<file path="src/logic/sdlc_rx_pkg.sv">
// Shared constants and types of the bit-oriented receive and loop block.
package sdlc_rx_pkg;

  // ---------------------------------------------------------------------------
  // Character and line patterns
  // ---------------------------------------------------------------------------
  localparam int CHAR_BITS = 8;
  localparam logic [3:0] CHAR_BITS_CNT = 4'h8;
  localparam logic [3:0] DELAY_DEPTH = 4'h8;
  localparam logic [3:0] DRAIN_BITS_LEFT = 4'h6;
  localparam logic [2:0] STUFF_ONES = 3'h5;
  localparam logic [2:0] FLAG_ONES = 3'h6;
  localparam logic [2:0] ONES_MAX = 3'h7;
  localparam logic [1:0] CHAR_INT_EXTRA_BITS = 2'h3;

  // ---------------------------------------------------------------------------
  // Receive interrupt mode field encodings
  // ---------------------------------------------------------------------------
  localparam logic [1:0] RX_INT_DISABLED = 2'h0;
  localparam logic [1:0] RX_INT_FIRST_CHAR = 2'h1;
  localparam logic [1:0] RX_INT_ALL_CHARS = 2'h2;
  localparam logic [1:0] RX_INT_SPECIAL_ONLY = 2'h3;

  // ---------------------------------------------------------------------------
  // Buffer entry layout
  // ---------------------------------------------------------------------------
  localparam int ENTRY_BYTE_LSB = 0;
  localparam int ENTRY_EOF_BIT = 8;
  localparam int ENTRY_FIRST_BIT = 9;
  localparam int ENTRY_SPECIAL_BIT = 10;
  localparam int ENTRY_WIDTH = 11;
  localparam int BUFFER_DEPTH = 2;

  // ---------------------------------------------------------------------------
  // State types
  // ---------------------------------------------------------------------------
  typedef enum logic [0:0] {RX_HUNT, RX_SYNC} rx_state_e;
  typedef enum logic [1:0] {LOOP_OFF, LOOP_GATE, LOOP_RELAY, LOOP_SEND} loop_state_e;

endpackage

</file>
<file path="src/logic/stream_if.sv">
// Valid and ready carrier between the receiver and its entry buffer.
`timescale 1ns/1ps
interface stream_if #(parameter int WIDTH = 8) ();
  logic valid;
  logic ready;
  logic [WIDTH-1:0] data;

  modport source (output valid, output data, input ready);
  modport sink (input valid, input data, output ready);
endinterface

</file>
<file path="src/logic/entry_buffer.sv">
// Small first-in first-out buffer of received entries.
`timescale 1ns/1ps
module entry_buffer #(
  parameter int WIDTH = 11,
  parameter int DEPTH = 2
) (
  input wire logic clock_i,
  input wire logic rstn_i,
  stream_if.sink fill,
  stream_if.source drain
);
  localparam int AW = (DEPTH > 1) ? $clog2(DEPTH) : 1;

  // ---------------------------------------------------------------------------
  // Parameter check
  // ---------------------------------------------------------------------------
  if (DEPTH < 2 || (DEPTH & (DEPTH - 1)) != 0) begin : g_bad_depth
    $error("entry_buffer depth must be a power of two of at least two");
  end

  logic [WIDTH-1:0] mem [DEPTH];
  logic [AW-1:0] wr_ptr;
  logic [AW-1:0] rd_ptr;
  logic [AW:0] count;
  logic push;
  logic pop;

  // Ready is honest: a full buffer refuses the writer, which then stalls.
  assign fill.ready = (count != (AW+1)'(DEPTH));
  assign drain.valid = (count != '0);
  assign drain.data = mem[rd_ptr];
  assign push = fill.valid && fill.ready;
  assign pop = drain.valid && drain.ready;

  always_ff @(posedge clock_i) begin
    if (push) begin
      mem[wr_ptr] <= fill.data;
    end
  end

  always_ff @(posedge clock_i or negedge rstn_i) begin
    if (!rstn_i) begin
      wr_ptr <= '0;
      rd_ptr <= '0;
      count <= '0;
    end else begin
      if (push) begin
        wr_ptr <= wr_ptr + 1'b1;
      end
      if (pop) begin
        rd_ptr <= rd_ptr + 1'b1;
      end
      if (push && !pop) begin
        count <= count + 1'b1;
      end else if (pop && !push) begin
        count <= count - 1'b1;
      end
    end
  end

endmodule

</file>
<file path="src/logic/sdlc_rx_loop.sv">
// Bit-oriented frame receiver with DMA requests, interrupts and loop relay.
`timescale 1ns/1ps
module sdlc_rx_loop
  import sdlc_rx_pkg::*;
(
  input wire logic clock_i,
  input wire logic rstn_i,
  input wire logic rx_clk_i,
  input wire logic rx_data_i,
  input wire logic [1:0] rx_interrupt_mode_field_i,
  input wire logic dma_enable_i,
  input wire logic overrun_int_enable_i,
  input wire logic abort_int_enable_i,
  input wire logic int_next_char_cmd_i,
  input wire logic error_reset_cmd_i,
  input wire logic reset_ext_status_cmd_i,
  input wire logic dma_ack_i,
  input wire logic loop_mode_i,
  input wire logic go_active_on_poll_i,
  input wire logic msg_pending_i,
  input wire logic own_tx_bit_i,
  input wire logic own_tx_active_i,
  output logic sync_match_n_o,
  output logic dma_req_o,
  output logic [7:0] rx_byte_o,
  output logic int_o,
  output logic char_avail_int_o,
  output logic special_int_o,
  output logic ext_status_int_o,
  output logic hunt_o,
  output logic break_abort_o,
  output logic end_of_frame_o,
  output logic overrun_o,
  output logic buffer_locked_o,
  output logic on_loop_o,
  output logic loop_sending_o,
  output logic tx_data_o
);

  // ---------------------------------------------------------------------------
  // Pin synchronisers and bit strobe
  // ---------------------------------------------------------------------------
  logic rxc_meta;
  logic rxc_sync;
  logic rxc_prev;
  logic rxd_meta;
  logic rxd_sync;
  logic bit_tick;
  logic line_bit;

  always_ff @(posedge clock_i or negedge rstn_i) begin
    if (!rstn_i) begin
      rxc_meta <= 1'b0;
      rxc_sync <= 1'b0;
      rxc_prev <= 1'b0;
      rxd_meta <= 1'b1;
      rxd_sync <= 1'b1;
    end else begin
      rxc_meta <= rx_clk_i;
      rxc_sync <= rxc_meta;
      rxc_prev <= rxc_sync;
      rxd_meta <= rx_data_i;
      rxd_sync <= rxd_meta;
    end
  end

  // Data is sampled on the rising edge of the line clock.
  assign bit_tick = rxc_sync && !rxc_prev;
  assign line_bit = rxd_sync;

  // ---------------------------------------------------------------------------
  // Line pattern detection
  // ---------------------------------------------------------------------------
  logic [2:0] ones;
  logic flag_seen;
  logic seventh_one;
  logic data_bit;

  // After five ones a zero is stuffing and a one belongs to a flag or abort.
  assign data_bit = bit_tick && (ones < STUFF_ONES);
  assign flag_seen = bit_tick && (ones == FLAG_ONES) && !line_bit;
  // A zero followed by seven ones is both an abort and the end-of-poll pattern.
  assign seventh_one = bit_tick && (ones == FLAG_ONES) && line_bit;

  always_ff @(posedge clock_i or negedge rstn_i) begin
    if (!rstn_i) begin
      ones <= ONES_MAX;
    end else if (bit_tick) begin
      if (!line_bit) begin
        ones <= '0;
      end else if (ones != ONES_MAX) begin
        ones <= ones + 1'b1;
      end
    end
  end

  always_ff @(posedge clock_i or negedge rstn_i) begin
    if (!rstn_i) begin
      sync_match_n_o <= 1'b1;
    end else if (bit_tick) begin
      sync_match_n_o <= !flag_seen;
    end
  end

  // ---------------------------------------------------------------------------
  // Hunt and sync state, character assembly
  // ---------------------------------------------------------------------------
  rx_state_e rx_state;
  logic [7:0] delay_line;
  logic [3:0] delay_count;
  logic [7:0] shifter;
  logic [3:0] char_count;
  logic first_pending;
  logic char_done;
  logic [7:0] next_char;
  logic char_is_last;
  logic loop_hunt;

  // Received bits wait in a delay line so that the bits of a flag never
  // reach the character shifter; a flag drains the last two data bits.
  always_comb begin
    char_done = 1'b0;
    char_is_last = 1'b0;
    next_char = {delay_line[7], shifter[7:1]};
    if (rx_state == RX_SYNC && flag_seen && delay_count == DELAY_DEPTH &&
        char_count == DRAIN_BITS_LEFT) begin
      char_done = 1'b1;
      char_is_last = 1'b1;
      next_char = {delay_line[6], delay_line[7], shifter[7:2]};
    end else if (rx_state == RX_SYNC && data_bit && delay_count == DELAY_DEPTH &&
                 char_count == CHAR_BITS_CNT - 4'h1) begin
      char_done = 1'b1;
    end
  end

  always_ff @(posedge clock_i or negedge rstn_i) begin
    if (!rstn_i) begin
      rx_state <= RX_HUNT;
      delay_line <= '0;
      delay_count <= '0;
      shifter <= '0;
      char_count <= '0;
      first_pending <= 1'b1;
    end else if (seventh_one || loop_hunt) begin
      rx_state <= RX_HUNT;
      delay_count <= '0;
      char_count <= '0;
    end else if (flag_seen) begin
      // One flag both closes a frame and opens the next.
      rx_state <= RX_SYNC;
      delay_count <= '0;
      char_count <= '0;
      first_pending <= 1'b1;
    end else if (rx_state == RX_SYNC && data_bit) begin
      delay_line <= {delay_line[6:0], line_bit};
      if (delay_count != DELAY_DEPTH) begin
        delay_count <= delay_count + 4'h1;
      end else begin
        shifter <= next_char;
        if (char_done) begin
          char_count <= '0;
          first_pending <= 1'b0;
        end else begin
          char_count <= char_count + 4'h1;
        end
      end
    end
  end

  assign hunt_o = (rx_state == RX_HUNT);

  // ---------------------------------------------------------------------------
  // Staging: three further bit-times before a character is offered
  // ---------------------------------------------------------------------------
  stream_if #(.WIDTH(ENTRY_WIDTH)) fill_s ();
  stream_if #(.WIDTH(ENTRY_WIDTH)) drain_s ();

  logic stage_valid;
  logic [1:0] stage_wait;
  logic [ENTRY_WIDTH-1:0] stage_entry;
  logic stage_lost;
  logic stage_offer;

  assign stage_offer = stage_valid && (stage_wait == CHAR_INT_EXTRA_BITS);
  assign fill_s.valid = stage_offer;
  assign fill_s.data = stage_entry;
  // A stalled entry waits in the stage; only a newer character overwrites it.
  assign stage_lost = char_done && stage_valid && !(stage_offer && fill_s.ready);

  always_ff @(posedge clock_i or negedge rstn_i) begin
    if (!rstn_i) begin
      stage_valid <= 1'b0;
      stage_wait <= '0;
      stage_entry <= '0;
    end else begin
      if (char_done) begin
        // Check bytes are staged exactly like payload bytes.
        stage_valid <= 1'b1;
        stage_wait <= '0;
        stage_entry[ENTRY_BYTE_LSB +: CHAR_BITS] <= next_char;
        stage_entry[ENTRY_EOF_BIT] <= char_is_last;
        stage_entry[ENTRY_FIRST_BIT] <= first_pending;
        // The character that overwrites a lost one carries the overrun mark.
        stage_entry[ENTRY_SPECIAL_BIT] <= stage_lost;
      end else if (stage_offer && fill_s.ready) begin
        stage_valid <= 1'b0;
      end else if (stage_valid && bit_tick && !stage_offer) begin
        stage_wait <= stage_wait + 2'h1;
      end
    end
  end

  entry_buffer #(
    .WIDTH(ENTRY_WIDTH),
    .DEPTH(BUFFER_DEPTH)
  ) u_entry_buffer (
    .clock_i(clock_i),
    .rstn_i(rstn_i),
    .fill(fill_s),
    .drain(drain_s)
  );

  // ---------------------------------------------------------------------------
  // Buffer head: DMA requests, lock and receive interrupts
  // ---------------------------------------------------------------------------
  logic head_valid;
  logic head_eof;
  logic head_first;
  logic head_special;
  logic eof_taken;
  logic next_char_armed;
  logic char_int_cond;
  logic head_read;
  logic head_pop;
  logic [1:0] mode;

  assign mode = rx_interrupt_mode_field_i;
  assign head_valid = drain_s.valid;
  assign head_eof = drain_s.data[ENTRY_EOF_BIT];
  assign head_first = drain_s.data[ENTRY_FIRST_BIT];
  assign head_special = drain_s.data[ENTRY_SPECIAL_BIT];
  assign rx_byte_o = drain_s.data[ENTRY_BYTE_LSB +: CHAR_BITS];

  // Mode 11 and mode 00 never raise character interrupts.
  always_comb begin
    char_int_cond = 1'b0;
    if (head_valid && !buffer_locked_o) begin
      if (mode == RX_INT_ALL_CHARS) begin
        char_int_cond = 1'b1;
      end else if (mode == RX_INT_FIRST_CHAR && head_first && next_char_armed) begin
        char_int_cond = 1'b1;
      end
    end
  end

  assign char_avail_int_o = char_int_cond;
  assign dma_req_o = dma_enable_i && head_valid && !buffer_locked_o &&
                     !char_int_cond && (mode != RX_INT_ALL_CHARS);
  assign head_read = dma_ack_i && head_valid && !buffer_locked_o;
  // The first read of the closing byte only locks; it leaves the byte in place.
  assign head_pop = head_read && !(head_eof && !eof_taken);
  assign drain_s.ready = head_pop;

  always_ff @(posedge clock_i or negedge rstn_i) begin
    if (!rstn_i) begin
      eof_taken <= 1'b0;
      buffer_locked_o <= 1'b0;
      end_of_frame_o <= 1'b0;
    end else begin
      if (head_read && head_eof && !eof_taken) begin
        eof_taken <= 1'b1;
        buffer_locked_o <= 1'b1;
        end_of_frame_o <= 1'b1;
      end else begin
        if (head_pop) begin
          eof_taken <= 1'b0;
        end
        if (error_reset_cmd_i) begin
          // No receiver reinitialisation: unlocking alone resumes service.
          buffer_locked_o <= 1'b0;
          end_of_frame_o <= 1'b0;
        end
      end
    end
  end

  always_ff @(posedge clock_i or negedge rstn_i) begin
    if (!rstn_i) begin
      next_char_armed <= 1'b1;
    end else if (int_next_char_cmd_i) begin
      next_char_armed <= 1'b1;
    end else if (head_pop && head_first && char_int_cond) begin
      next_char_armed <= 1'b0;
    end
  end

  // ---------------------------------------------------------------------------
  // Special-condition and status interrupts
  // ---------------------------------------------------------------------------
  logic special_event;
  logic ext_event;

  assign special_event = (head_read && head_eof && !eof_taken) ||
                         (head_pop && head_special && overrun_int_enable_i);

  always_ff @(posedge clock_i or negedge rstn_i) begin
    if (!rstn_i) begin
      special_int_o <= 1'b0;
      overrun_o <= 1'b0;
    end else begin
      if (special_event) begin
        special_int_o <= 1'b1;
      end else if (error_reset_cmd_i) begin
        special_int_o <= 1'b0;
      end
      if (stage_lost) begin
        overrun_o <= 1'b1;
      end else if (error_reset_cmd_i) begin
        overrun_o <= 1'b0;
      end
    end
  end

  loop_state_e loop_state;
  logic loop_entry;

  assign loop_entry = (loop_state == LOOP_GATE) && seventh_one;
  assign ext_event = (flag_seen && rx_state == RX_HUNT) ||
                     (seventh_one && rx_state == RX_SYNC) ||
                     (seventh_one && abort_int_enable_i) || loop_entry;

  always_ff @(posedge clock_i or negedge rstn_i) begin
    if (!rstn_i) begin
      ext_status_int_o <= 1'b0;
      break_abort_o <= 1'b0;
    end else begin
      if (ext_event) begin
        ext_status_int_o <= 1'b1;
      end else if (reset_ext_status_cmd_i) begin
        ext_status_int_o <= 1'b0;
      end
      if (seventh_one) begin
        break_abort_o <= 1'b1;
      end else if (bit_tick && !line_bit) begin
        break_abort_o <= 1'b0;
      end
    end
  end

  assign int_o = char_avail_int_o || special_int_o || ext_status_int_o;

  // ---------------------------------------------------------------------------
  // Loop relay of a secondary station
  // ---------------------------------------------------------------------------
  logic poll_taken;

  // Only the last one of the pattern is turned into a zero, forming a flag.
  assign poll_taken = (loop_state == LOOP_RELAY) && seventh_one &&
                      go_active_on_poll_i && msg_pending_i;
  assign loop_hunt = loop_entry;

  always_ff @(posedge clock_i or negedge rstn_i) begin
    if (!rstn_i) begin
      loop_state <= LOOP_OFF;
      on_loop_o <= 1'b0;
    end else if (!loop_mode_i) begin
      loop_state <= LOOP_OFF;
      on_loop_o <= 1'b0;
    end else begin
      case (loop_state)
        LOOP_OFF: begin
          loop_state <= LOOP_GATE;
        end
        LOOP_GATE: begin
          if (loop_entry) begin
            loop_state <= LOOP_RELAY;
            on_loop_o <= 1'b1;
          end
        end
        LOOP_RELAY: begin
          if (poll_taken) begin
            loop_state <= LOOP_SEND;
          end
        end
        LOOP_SEND: begin
          if (!own_tx_active_i) begin
            loop_state <= LOOP_RELAY;
          end
        end
        default: begin
          loop_state <= LOOP_OFF;
        end
      endcase
    end
  end

  assign loop_sending_o = (loop_state == LOOP_SEND);

  // Pass-through costs two synchroniser stages and the output register rather than a true gate delay.
  always_ff @(posedge clock_i or negedge rstn_i) begin
    if (!rstn_i) begin
      tx_data_o <= 1'b1;
    end else begin
      case (loop_state)
        LOOP_GATE: begin
          tx_data_o <= line_bit;
        end
        LOOP_RELAY: begin
          if (bit_tick) begin
            tx_data_o <= poll_taken ? 1'b0 : line_bit;
          end
        end
        LOOP_SEND: begin
          if (bit_tick) begin
            tx_data_o <= own_tx_active_i ? own_tx_bit_i : 1'b1;
          end
        end
        default: begin
          tx_data_o <= 1'b1;
        end
      endcase
    end
  end

endmodule

</file>
<file path="config.mk">
export PLATFORM = sky130hd
export DESIGN_NAME = sdlc_rx_loop
export DESIGN_NICKNAME = d
export VERILOG_FILES = /design/src/logic/sdlc_rx_pkg.sv /design/src/logic/stream_if.sv /design/src/logic/entry_buffer.sv /design/src/logic/sdlc_rx_loop.sv
export SDC_FILE = /design/constraint.sdc
export NUM_CORES = 1
export LEC_CHECK = 0
export BUFFER_PORTS_ARGS = -buffer_cell sky130_fd_sc_hd__buf_2
export CAP_MARGIN = 10
export CORE_UTILIZATION = 40
export CTS_BUF_LIST = sky130_fd_sc_hd__clkbuf_16
export DETAILED_ROUTE_END_ITERATION = 7
export HOLD_SLACK_MARGIN = 0.05
export PLACE_DENSITY_LB_ADDON = 0.15
export SYNTH_ARGS = -nofsm -noshare
export SYNTH_HDL_FRONTEND = slang
export SYNTH_SLANG_ARGS = --single-unit
</file>
<file path="constraint.sdc">
create_clock -name clock_i -period 4 [get_ports clock_i]
set_clock_uncertainty 0.15 [all_clocks]
set_input_delay 0.8 -clock clock_i [delete_from_list [all_inputs] [get_ports clock_i]]
set_output_delay 0.8 -clock clock_i [all_outputs]
set_load 0.005 [all_outputs]
</file>
# Yosys cells after proc, flatten, opt, wreduce, memory -nomap -nowiden
# Memory sizes are Yosys's and may differ from the RTL's.
# Index checks and enable logic that the tools add are counted.
totals:
  wordCells: 215
  output_inout_bits: 22
  mem_bits_rw: 22
  memories: 1
  reg_bits: 64
op_classes:
  eq_ne: 25
  n_reduce_logical: 89
  n_bitwise: 4
  magnitude_cmp: 1
  n_mux: 58
  add_sub_neg: 8
memory_table:
  columns: ["memory", "words", "width", "rd", "rd_ports_with_merged_regs", "write_ports", "line", "source"]
  rows:
  - ["u_entry_buffer.mem", 2, 11, 1, 0, 1, "entry_buffer.sv:21", "logic [WIDTH-1:0] mem [DEPTH];"]
ops:
  columns: ["operator", "count"]
  rows:
  - ["1-bit logical AND", 45]
  - ["4-bit 2-to-1 mux", 9]
  - ["1-bit 2-to-1 mux", 35]
  - ["2-bit nonzero test", 14]
  - ["2-bit 2-to-1 mux", 9]
  - ["3-bit inequality test (second input constant)", 5]
  - ["2-bit AND reduction", 6]
  - ["1-bit logical NOT", 10]
  - ["2-bit inequality test (second input constant)", 5]
  - ["4-bit by 1-bit adder with 4-bit output (second input constant)", 2]
  - ["2-bit == test (second input constant)", 4]
  - ["4-bit by 3-bit == test with 1-bit output (second input constant)", 2]
  - ["8-bit 2-to-1 mux", 1]
  - ["2-bit by 1-bit inequality test with 1-bit output (second input constant)", 4]
  - ["2-bit one-hot mux with 4 select lines", 1]
  - ["4-bit AND reduction", 2]
  - ["1-bit logical OR", 7]
  - ["3-bit 2-to-1 mux", 2]
  - ["3-bit AND reduction", 2]
  - ["3-bit nonzero test", 2]
  - ["2-bit by 1-bit adder with 2-bit output (second input constant)", 2]
  - ["2-bit by 1-bit == test with 1-bit output (second input constant)", 2]
  - ["4-bit == test (second input constant)", 1]
  - ["4-bit inequality test (second input constant)", 1]
  - ["8 further kinds", 12]

# Logic depth before layout (Yosys ltp)
# Gate-level depths: netlist (run 1).
depth:
  depth_word: 13
  ltp_mapped: 7
  mapped_depth_nobuf: 7

# By module
# A second synthesis (run 1) with hierarchy kept.
hier_totals:
  cells_unflattened: 302
  area_unflattened_um2: 3776.1
modules_own_cells:
  columns: ["mod", "cells_per_inst", "area_each_um2", "seq_area_each_um2", "instances"]
  rows:
  - ["sdlc_rx_loop", 250, 2772.7, 1487.7, 1]
  - ["entry_buffer", 52, 1003.5, 760.7, 1]

# Worst setup path before layout (run 1)
# OpenSTA, ideal clock, no wires.
synth_timing:
  kind: "in2out"
  start: "input rx_interrupt_mode_field_i[0]"
  end: "output int_o"
  path_buffers: 0
  setup_slack_ps: 1646
  t_arrival_ps: 1404
  cell_stages: 4
  cell_sequence: "nand2b_1 -> o31a_1 -> nor2b_1 -> or3_1"
synth_between:
  elab_chain_cells: 8
  word_cells_on_any_way: 9
  cone_classes: "eq/ne (2); mux (3); reduce/logical (4)"
synth_rtl:
  columns: ["element", "line", "source"]
  rows:
  - ["start: declaration", "sdlc_rx_loop.sv:10", "input wire logic [1:0] rx_interrupt_mode_field_i,"]
  - ["2-bit by 1-bit == test with 1-bit output", "sdlc_rx_loop.sv:250", "end else if (mode == RX_INT_FIRST_CHAR && head_first && next_char_armed) begin"]
  - ["1-bit logical AND (2 in a row)", "sdlc_rx_loop.sv:250", null]
  - ["1-bit 2-to-1 mux", "sdlc_rx_loop.sv:250", null]
  - ["1-bit 2-to-1 mux (*)", "sdlc_rx_loop.sv:248", "if (mode == RX_INT_ALL_CHARS) begin"]
  - ["1-bit 2-to-1 mux (*)", "sdlc_rx_loop.sv:247", "if (head_valid && !buffer_locked_o) begin"]
  - ["named net char_avail_int_o", "sdlc_rx_loop.sv:27", "output logic char_avail_int_o,"]
  - ["1-bit logical OR (*) (2 in a row)", "sdlc_rx_loop.sv:350", "assign int_o = char_avail_int_o || special_int_o || ext_status_int_o;"]
  - ["end: declaration", "sdlc_rx_loop.sv:26", "output logic int_o,"]
# The timed path passes the listed nets; every way through them passes the cells marked *.

# Worst setup path after layout (run 1)
layout_timing:
  start: "register u_entry_buffer.rd_ptr"
  end: "output int_o"
layout_between:
  elab_chain_cells: 8
layout_rtl:
  columns: ["element", "line", "source"]
  rows:
  - ["start: declaration", "entry_buffer.sv:23", "logic [AW-1:0] rd_ptr;"]
  - ["start signal: assignment", "entry_buffer.sv:51", "rd_ptr <= rd_ptr + 1'b1;"]
  - ["memory read 2 x 11 bit", null, null]
  - ["1-bit logical AND (2 in a row)", "sdlc_rx_loop.sv:250", null]
  - ["1-bit 2-to-1 mux", "sdlc_rx_loop.sv:250", null]
  - ["1-bit 2-to-1 mux", "sdlc_rx_loop.sv:248", null]
  - ["1-bit 2-to-1 mux", "sdlc_rx_loop.sv:247", null]
  - ["1-bit logical OR (2 in a row)", "sdlc_rx_loop.sv:350", null]
# No other way between the ends.

==> results.py, run 1 <==
metrics = {
    "placed_design": {
        "dpl.cell_count": 421,
        "port-buffer-count": 39,
        "routabilityCongestion": 0.713,
        "dpl.hpwl_mm": 4.37,
    },
    "power": {
        "p_leak_nw": 1.90,
        "ir_drop_mv": 0.190,
        "power-per-cell-area_mw_per_mm2": 473,
    },
    "route": {
        "via_per_inst": 5.11,
        "wl_per_cell_um": 14.4,
        "wirelength_mm": 6.28,
        "first_pass_iters": 8,
        "drt-initial-drc-count": 46,
        "antenna_left": 0,
        "route.detailed.drc": 2,
        "routed-via-count": 2232,
    },
    "timing": {
        "worst_pin_slew_ns": 0.938,
        "period_needed_ns": 2.94,
        "final-setup-viol-count": 0,
        "fin_tns_setup_ns": 0,
        "rsz0062_at_grt": "no",
        "hold_viol": 0,
        "min_period_over_period_pct": 73.4,
        "max_slew_margin_pct": 37.3,
        "whs_ns": 0.205,
        "maxSlewViolCount": 0,
        "fmax_mhz": 341,
    },
    "global_route": {
        "grt_pass1_vias": 2328,
        "grt_max_degree": 42,
        "grt_overflow_total": 0,
        "grt_pass1_wl_mm": 10.9,
        "gr-usage-all-layers_pct": 14.5,
        "antenna_found_initial": 0,
    },
    "die": {
        "die-height_um": 98.3,
        "start_util_pct": 41.9,
        "ioPinCount": 40,
        "die_x_um": 98.3,
        "coreArea_mm2": 0.00885,
        "num_rows": 34,
        "die_area_mm2": 0.00966,
    },
    "clock_network": {
        "clkSlewWorstSetupHoldPaths_ns": 0.06,
        "clk_latency_ns": 0.33,
        "root_buffer": "clkbuf_16",
        "cts_buffers": 9,
        "cts.sinks": 85,
        "cts_tree": "yes",
        "clk_path_buf_depth": 2,
        "cts_setup_buffers": 0,
        "h-tree-depth": 3,
        "cts.hold.buffers_added": 0,
        "cts_resized": 0,
    },
    "logic_synthesis": {
        "synthDistinctLibCells": 47,
        "syn-num-nets": 307,
        "yosysMostFrequentCell": "dfrtp_1",
        "synth_ff_type": "dfrtp_1",
        "synth.cell_area_mm2": 0.00371,
        "synth_warnings": 0,
        "ys_top_cells_by_area": "dfrtp_1, edfxtp_1, mux2_2",
        "synth_top_cell_by_area": "dfrtp_1",
        "synth_common_cells": "dfrtp_1, mux2_2, edfxtp_1",
        "synth_cells": 280,
        "synth_edf_count": 22,
        "synth_seq_cells": 85,
        "yosysTopAreaCellShare_pct": 36.4,
        "async_flop_share_pct": 74.1,
        "syn_area_per_cell_um2": 13.2,
        "seq_area_frac_synth_pct": 60.6,
    },
    "critical_path": {
        "crit_family": "flip-flops",
        "crit_type": "reg2out",
        "critPathMaxStageDelay_ns": 0.67,
        "critPathSlowestCell": "dfrtp_1",
        "critPathMaxFanout": 12,
        "worstSetupEndpointType": "output port",
        "crit_arrival_ns": 1.99,
        "crit_chain": "mux2i_1 > o31a_1 > nor2b_1 > or3_1 > buf_2",
        "required_ns": 3.05,
        "path_buf_inv": 1,
        "start_kind": "flop",
    },
    "hold_path": {
        "holdCritPathClass": "reg2reg",
    },
    "finish": {
        "syn_to_final_growth_pct": 15.9,
        "drive_above_1_share_pct": 31.0,
        "multi_input_area_mm2": 0.00137,
        "area.sequential_mm2": 0.00225,
        "diodes": 0,
        "fin_nets": 351,
        "n_fill_cell": 806,
        "fin_cells": 437,
    },
    "status": {
        "status": "complete, but fails checks",
        "violations": "design-rule violations",
    },
    "job": {
        "cap_violations": 0,
    },
}
## path summary, 6_finish.rpt
path                                  startpoint         endpoint  slack [ns]  cells past startpoint
max                        u_entry_buffer.rd_ptr            int_o        1.06                      5
min                                     rxd_meta         line_bit        0.21                      0
max reg2reg                              ones[1]   fill_s.data[7]        1.49                      5
min reg2reg                             rxd_meta         line_bit        0.21                      0
max in group asynchronous                 rstn_i  next_char_armed        2.48                      2
min in group asynchronous                 rstn_i   fill_s.data[0]        0.28                      1
## through the flow
stage | power [mW] | instance area, um2 | setup slack [ns] | util [%]
final | 2.03 | 4300 | 1.06 | 48.6
after global routing | 2.14 | 4300 | 0.871 | 48.6
after global placement | 1.24 | 4010 | 1.43 | 45.3
after detailed placement | 1.25 | 4010 | 1.36 | 45.3
after CTS | 2.06 | 4300 | 1.00 | 48.6
after floorplan | 1.17 | 3710 | 1.65 | -
## cells in the final DEF, fill, tap and decap left out, types with 2 or more instances in the layout
| master | instances |
|---|---|
| o21ai_0 | 12 |
| mux2i_1 | 8 |
| nand2b_1 | 5 |
| a32o_1 | 2 |
| buf_2 | 39 |
| xor2_1 | 4 |
| o22a_1 | 2 |
| mux2_2 | 34 |
| nand4_1 | 4 |
| nand2_1 | 16 |
| mux2_1 | 4 |
| and3b_1 | 3 |
| a31oi_1 | 2 |
| and3_1 | 4 |
| or3_1 | 3 |
| clkinv_1 | 3 |
| nor2b_1 | 5 |
| nand3_1 | 6 |
| nor2_1 | 18 |
| and2_1 | 2 |
| dfrtp_1 | 54 |
| ha_1 | 9 |
| dfstp_2 | 9 |
| o22ai_1 | 3 |
| inv_1 | 14 |
| a21oi_1 | 4 |
| clkinv_4 | 2 |
| xnor2_1 | 6 |
| clkbuf_16 | 9 |
| edfxtp_1 | 22 |
| nand3b_1 | 3 |
## layer usage
metal | track usage (%) | up-vias | part of all wire [%]
met5 | 0 | - | 0
met1 | 18.8 | 1091 | 47
met3 | 3.94 | 6 | 4.0
met2 | 22.9 | 42 | 48
met4 | 6.20 | 0 | 1.1
li1 | - | 1093 | -
## sequential cells by signal, indices dropped and copies added (netlist names), 2 cells and up
register / count
delay_line: 8
delay_count: 4
u_entry_buffer.count: 2
stage_wait: 2
shifter: 7
char_count: 4
fill_s.data: 11
ones: 3
loop_state: 2
u_entry_buffer.mem: 22
## report_power, final
group	internal, mW	switching (mW)
registers	0.945	0.0671
logic	0.114	0.102
clock network	0.479	0.324
## logic make-up (layout without fill, tap and decap cells)
| family | Yosys count | after routing | share of synthesized area (%) |
|---|---|---|---|
| compound gates | 34 | 34 | 6.21 |
| xor+xnor | 10 | 10 | 2.36 |
| fa+ha+maj | 9 | 9 | 3.04 |
| buf+inv | 21 | 70 | 2.46 |
| flops | 85 | 85 | 60.6 |
| mux | 46 | 46 | 13.7 |
| simple gates | 75 | 75 | 11.6 |
## area by class of cell
type	count	area share [%]
multi-input combinational	174	31.8
timing repair buffer	40	4.72
clock buffer	9	5.24
tap	108	3.14
sequential	85	52.3
inverter	14	1.22
clock inverter	7	1.54
Note: power is estimated with default switching activity, not from simulation.
==> run 2: changes to the inputs <==
==> constraint.sdc (replaced) <==
create_clock -name clock_i -period 3 [get_ports clock_i]
set_clock_uncertainty 0.15 [all_clocks]
set_input_delay 0.6 -clock clock_i [delete_from_list [all_inputs] [get_ports clock_i]]
set_output_delay 0.6 -clock clock_i [all_outputs]
set_load 0.005 [all_outputs]
==> run 2 against run 1 <==
Net effect:
- the flow still finishes with violations (design-rule violations)
- register-to-register slack worse by 1.0 ns
- flip-flop and latch count unchanged
- combinational power up 47%
- count of clock-buffer cells in the layout unchanged
- final cell count up 0.69%
- largest power group unchanged
==> results.py, run 2 (synthesized netlist as in run 1, its figures left out) <==
metrics = {
    "status": {
        "status": "complete, but fails checks",
        "violations": "design-rule violations",
    },
    "finish": {
        "fin_nets": 354,
        "diodes": 0,
        "largest_reg_flops": 22,
        "layout_commonest_cell": "dfrtp_1",
        "final_util_pct": 49.1,
        "multi_input_area_mm2": 0.00137,
        "n_fill_cell": 793,
        "area.sequential_mm2": 0.00225,
        "final_cell_mix": "dfrtp_1, buf_2, mux2_2",
        "drive_above_1_share_pct": 32.2,
        "registers.top_by_ff_count": "u_entry_buffer.mem",
        "syn_to_final_growth_pct": 17.1,
    },
    "placed_design": {
        "port-buffer-count": 39,
        "dpl.hpwl_mm": 4.27,
        "routabilityCongestion": 0.785,
    },
    "critical_path": {
        "critPathMaxFanout": 8,
        "r2r_cells": 5,
        "crit_arrival_ns": 2.60,
        "worstSetupEndpointType": "flop",
        "r2r_slack_ns": 0.47,
        "crit_type": "reg2reg",
        "r2r_end": "fill_s.data[5]",
        "required_ns": 3.07,
        "r2r-start": "ones[1]",
        "start_kind": "flop",
    },
    "power": {
        "power-per-cell-area_mw_per_mm2": 634,
        "p_clk_share_pct": 40.1,
        "p_leak_nw": 1.92,
        "ir_drop_mv": 0.253,
        "p_int_mw": 2.07,
        "p_comb_share_pct": 11.5,
        "p_sw_share_pct": 24.8,
        "p_sw_mw": 0.682,
        "p_seq_share_pct": 48.4,
    },
    "route": {
        "drt-initial-drc-count": 67,
        "wl_per_cell_um": 14.1,
        "first_pass_iters": 6,
        "route.detailed.drc": 5,
        "antenna_left": 0,
        "via_per_inst": 5.07,
        "routed-via-count": 2230,
        "wirelength_mm": 6.19,
    },
    "die": {
        "coreArea_mm2": 0.00885,
        "die_area_mm2": 0.00966,
        "start_util_pct": 41.9,
        "die_x_um": 98.3,
        "die-height_um": 98.3,
        "ioPinCount": 40,
        "num_rows": 34,
    },
    "clock_network": {
        "clk_latency_ns": 0.33,
        "cts_buffers": 9,
        "cts_tree": "yes",
        "cts_setup_buffers": 0,
        "clk_path_buf_depth": 2,
        "cts.sinks": 85,
        "root_buffer": "clkbuf_16",
        "cts_resized": 0,
        "clkSlewWorstSetupHoldPaths_ns": 0.06,
        "h-tree-depth": 3,
        "cts.hold.buffers_added": 0,
    },
    "hold_path": {
        "holdCritPathClass": "in2async",
    },
    "global_route": {
        "grt_overflow_total": 0,
        "grt_pass1_vias": 2243,
        "grt_pass1_wl_mm": 10.8,
        "grt_max_degree": 34,
        "antenna_found_initial": 0,
        "gr-usage-all-layers_pct": 14.2,
    },
    "timing": {
        "period_needed_ns": 2.53,
        "max_slew_margin_pct": 37.7,
        "rsz0062_at_grt": "no",
        "fmax_mhz": 395,
        "final-setup-viol-count": 0,
        "min_period_over_period_pct": 84.4,
        "worst_pin_slew_ns": 0.931,
        "fin_tns_setup_ns": 0,
        "hold_viol": 0,
        "maxSlewViolCount": 0,
    },
    "job": {
        "cap_violations": 0,
    },
}
## run 2: cell type report
class                           count  area share, %
Sequential cell                    85           51.8
Multi-Input combinational cell    174           31.5
Timing Repair Buffer               43           5.48
Clock buffer                        9           5.19
Tap cell                          108           3.11
Clock inverter                      7           1.70
Inverter                           14           1.21
## run 2: worst max path at each step
stage,end,from
3_3_place_gp,fill_s.data[5],ones[1]
3_5_place_dp,fill_s.data[4],ones[1]
4_1_cts,fill_s.data[5],ones[1]
5_1_grt,fill_s.data[5],ones[1]
2_1_floorplan,fill_s.data[4],ones[1]
6_report,fill_s.data[5],ones[1]
## run 2: worst max-delay path, cell delays in order, from the launching register on
cell and delay, ns:
dfstp_2 0.55, ha_1 0.21, nand4b_4 0.19, nor4_4 0.61, mux2_2 0.41, mux2_1 0.29
## run 2: layer usage
| layer | global-route usage (%) | share of wire, % | up-vias | wire, um |
|---|---|---|---|---|
| met5 | 0 | 0 | - | 0 |
| met4 | 6.77 | 0.89 | 0 | 55 |
| met3 | 3.22 | 3.9 | 9 | 239 |
| met2 | 21.6 | 44 | 45 | 2750 |
| met1 | 19.4 | 51 | 1083 | 3150 |
| li1 | - | - | 1093 | - |
## run 2: power groups by stage
stage               Combinational, mW  Clock, mW  Sequential, mW
floorplan                       0.225          0            1.33
global placement                0.323          0            1.35
detailed placement              0.324          0            1.35
CTS                             0.327       1.13            1.33
global route                    0.363       1.17            1.34
finish                          0.318       1.10            1.33
## run 2: metrics by stage
step | total power [mW] | worst slack (ns) | hold WS [ns] | instances | instance area [um2]
final | 2.75 | 0.468 | 0.172 | 440 | 4340
after global placement | 1.67 | 0.486 | 0.186 | 424 | 4040
after global routing | 2.88 | 0.343 | 0.202 | 440 | 4340
after floorplan | 1.56 | 0.685 | 0.154 | 280 | 3710
after CTS | 2.79 | 0.460 | 0.195 | 440 | 4340
after detailed placement | 1.68 | 0.464 | 0.192 | 424 | 4040
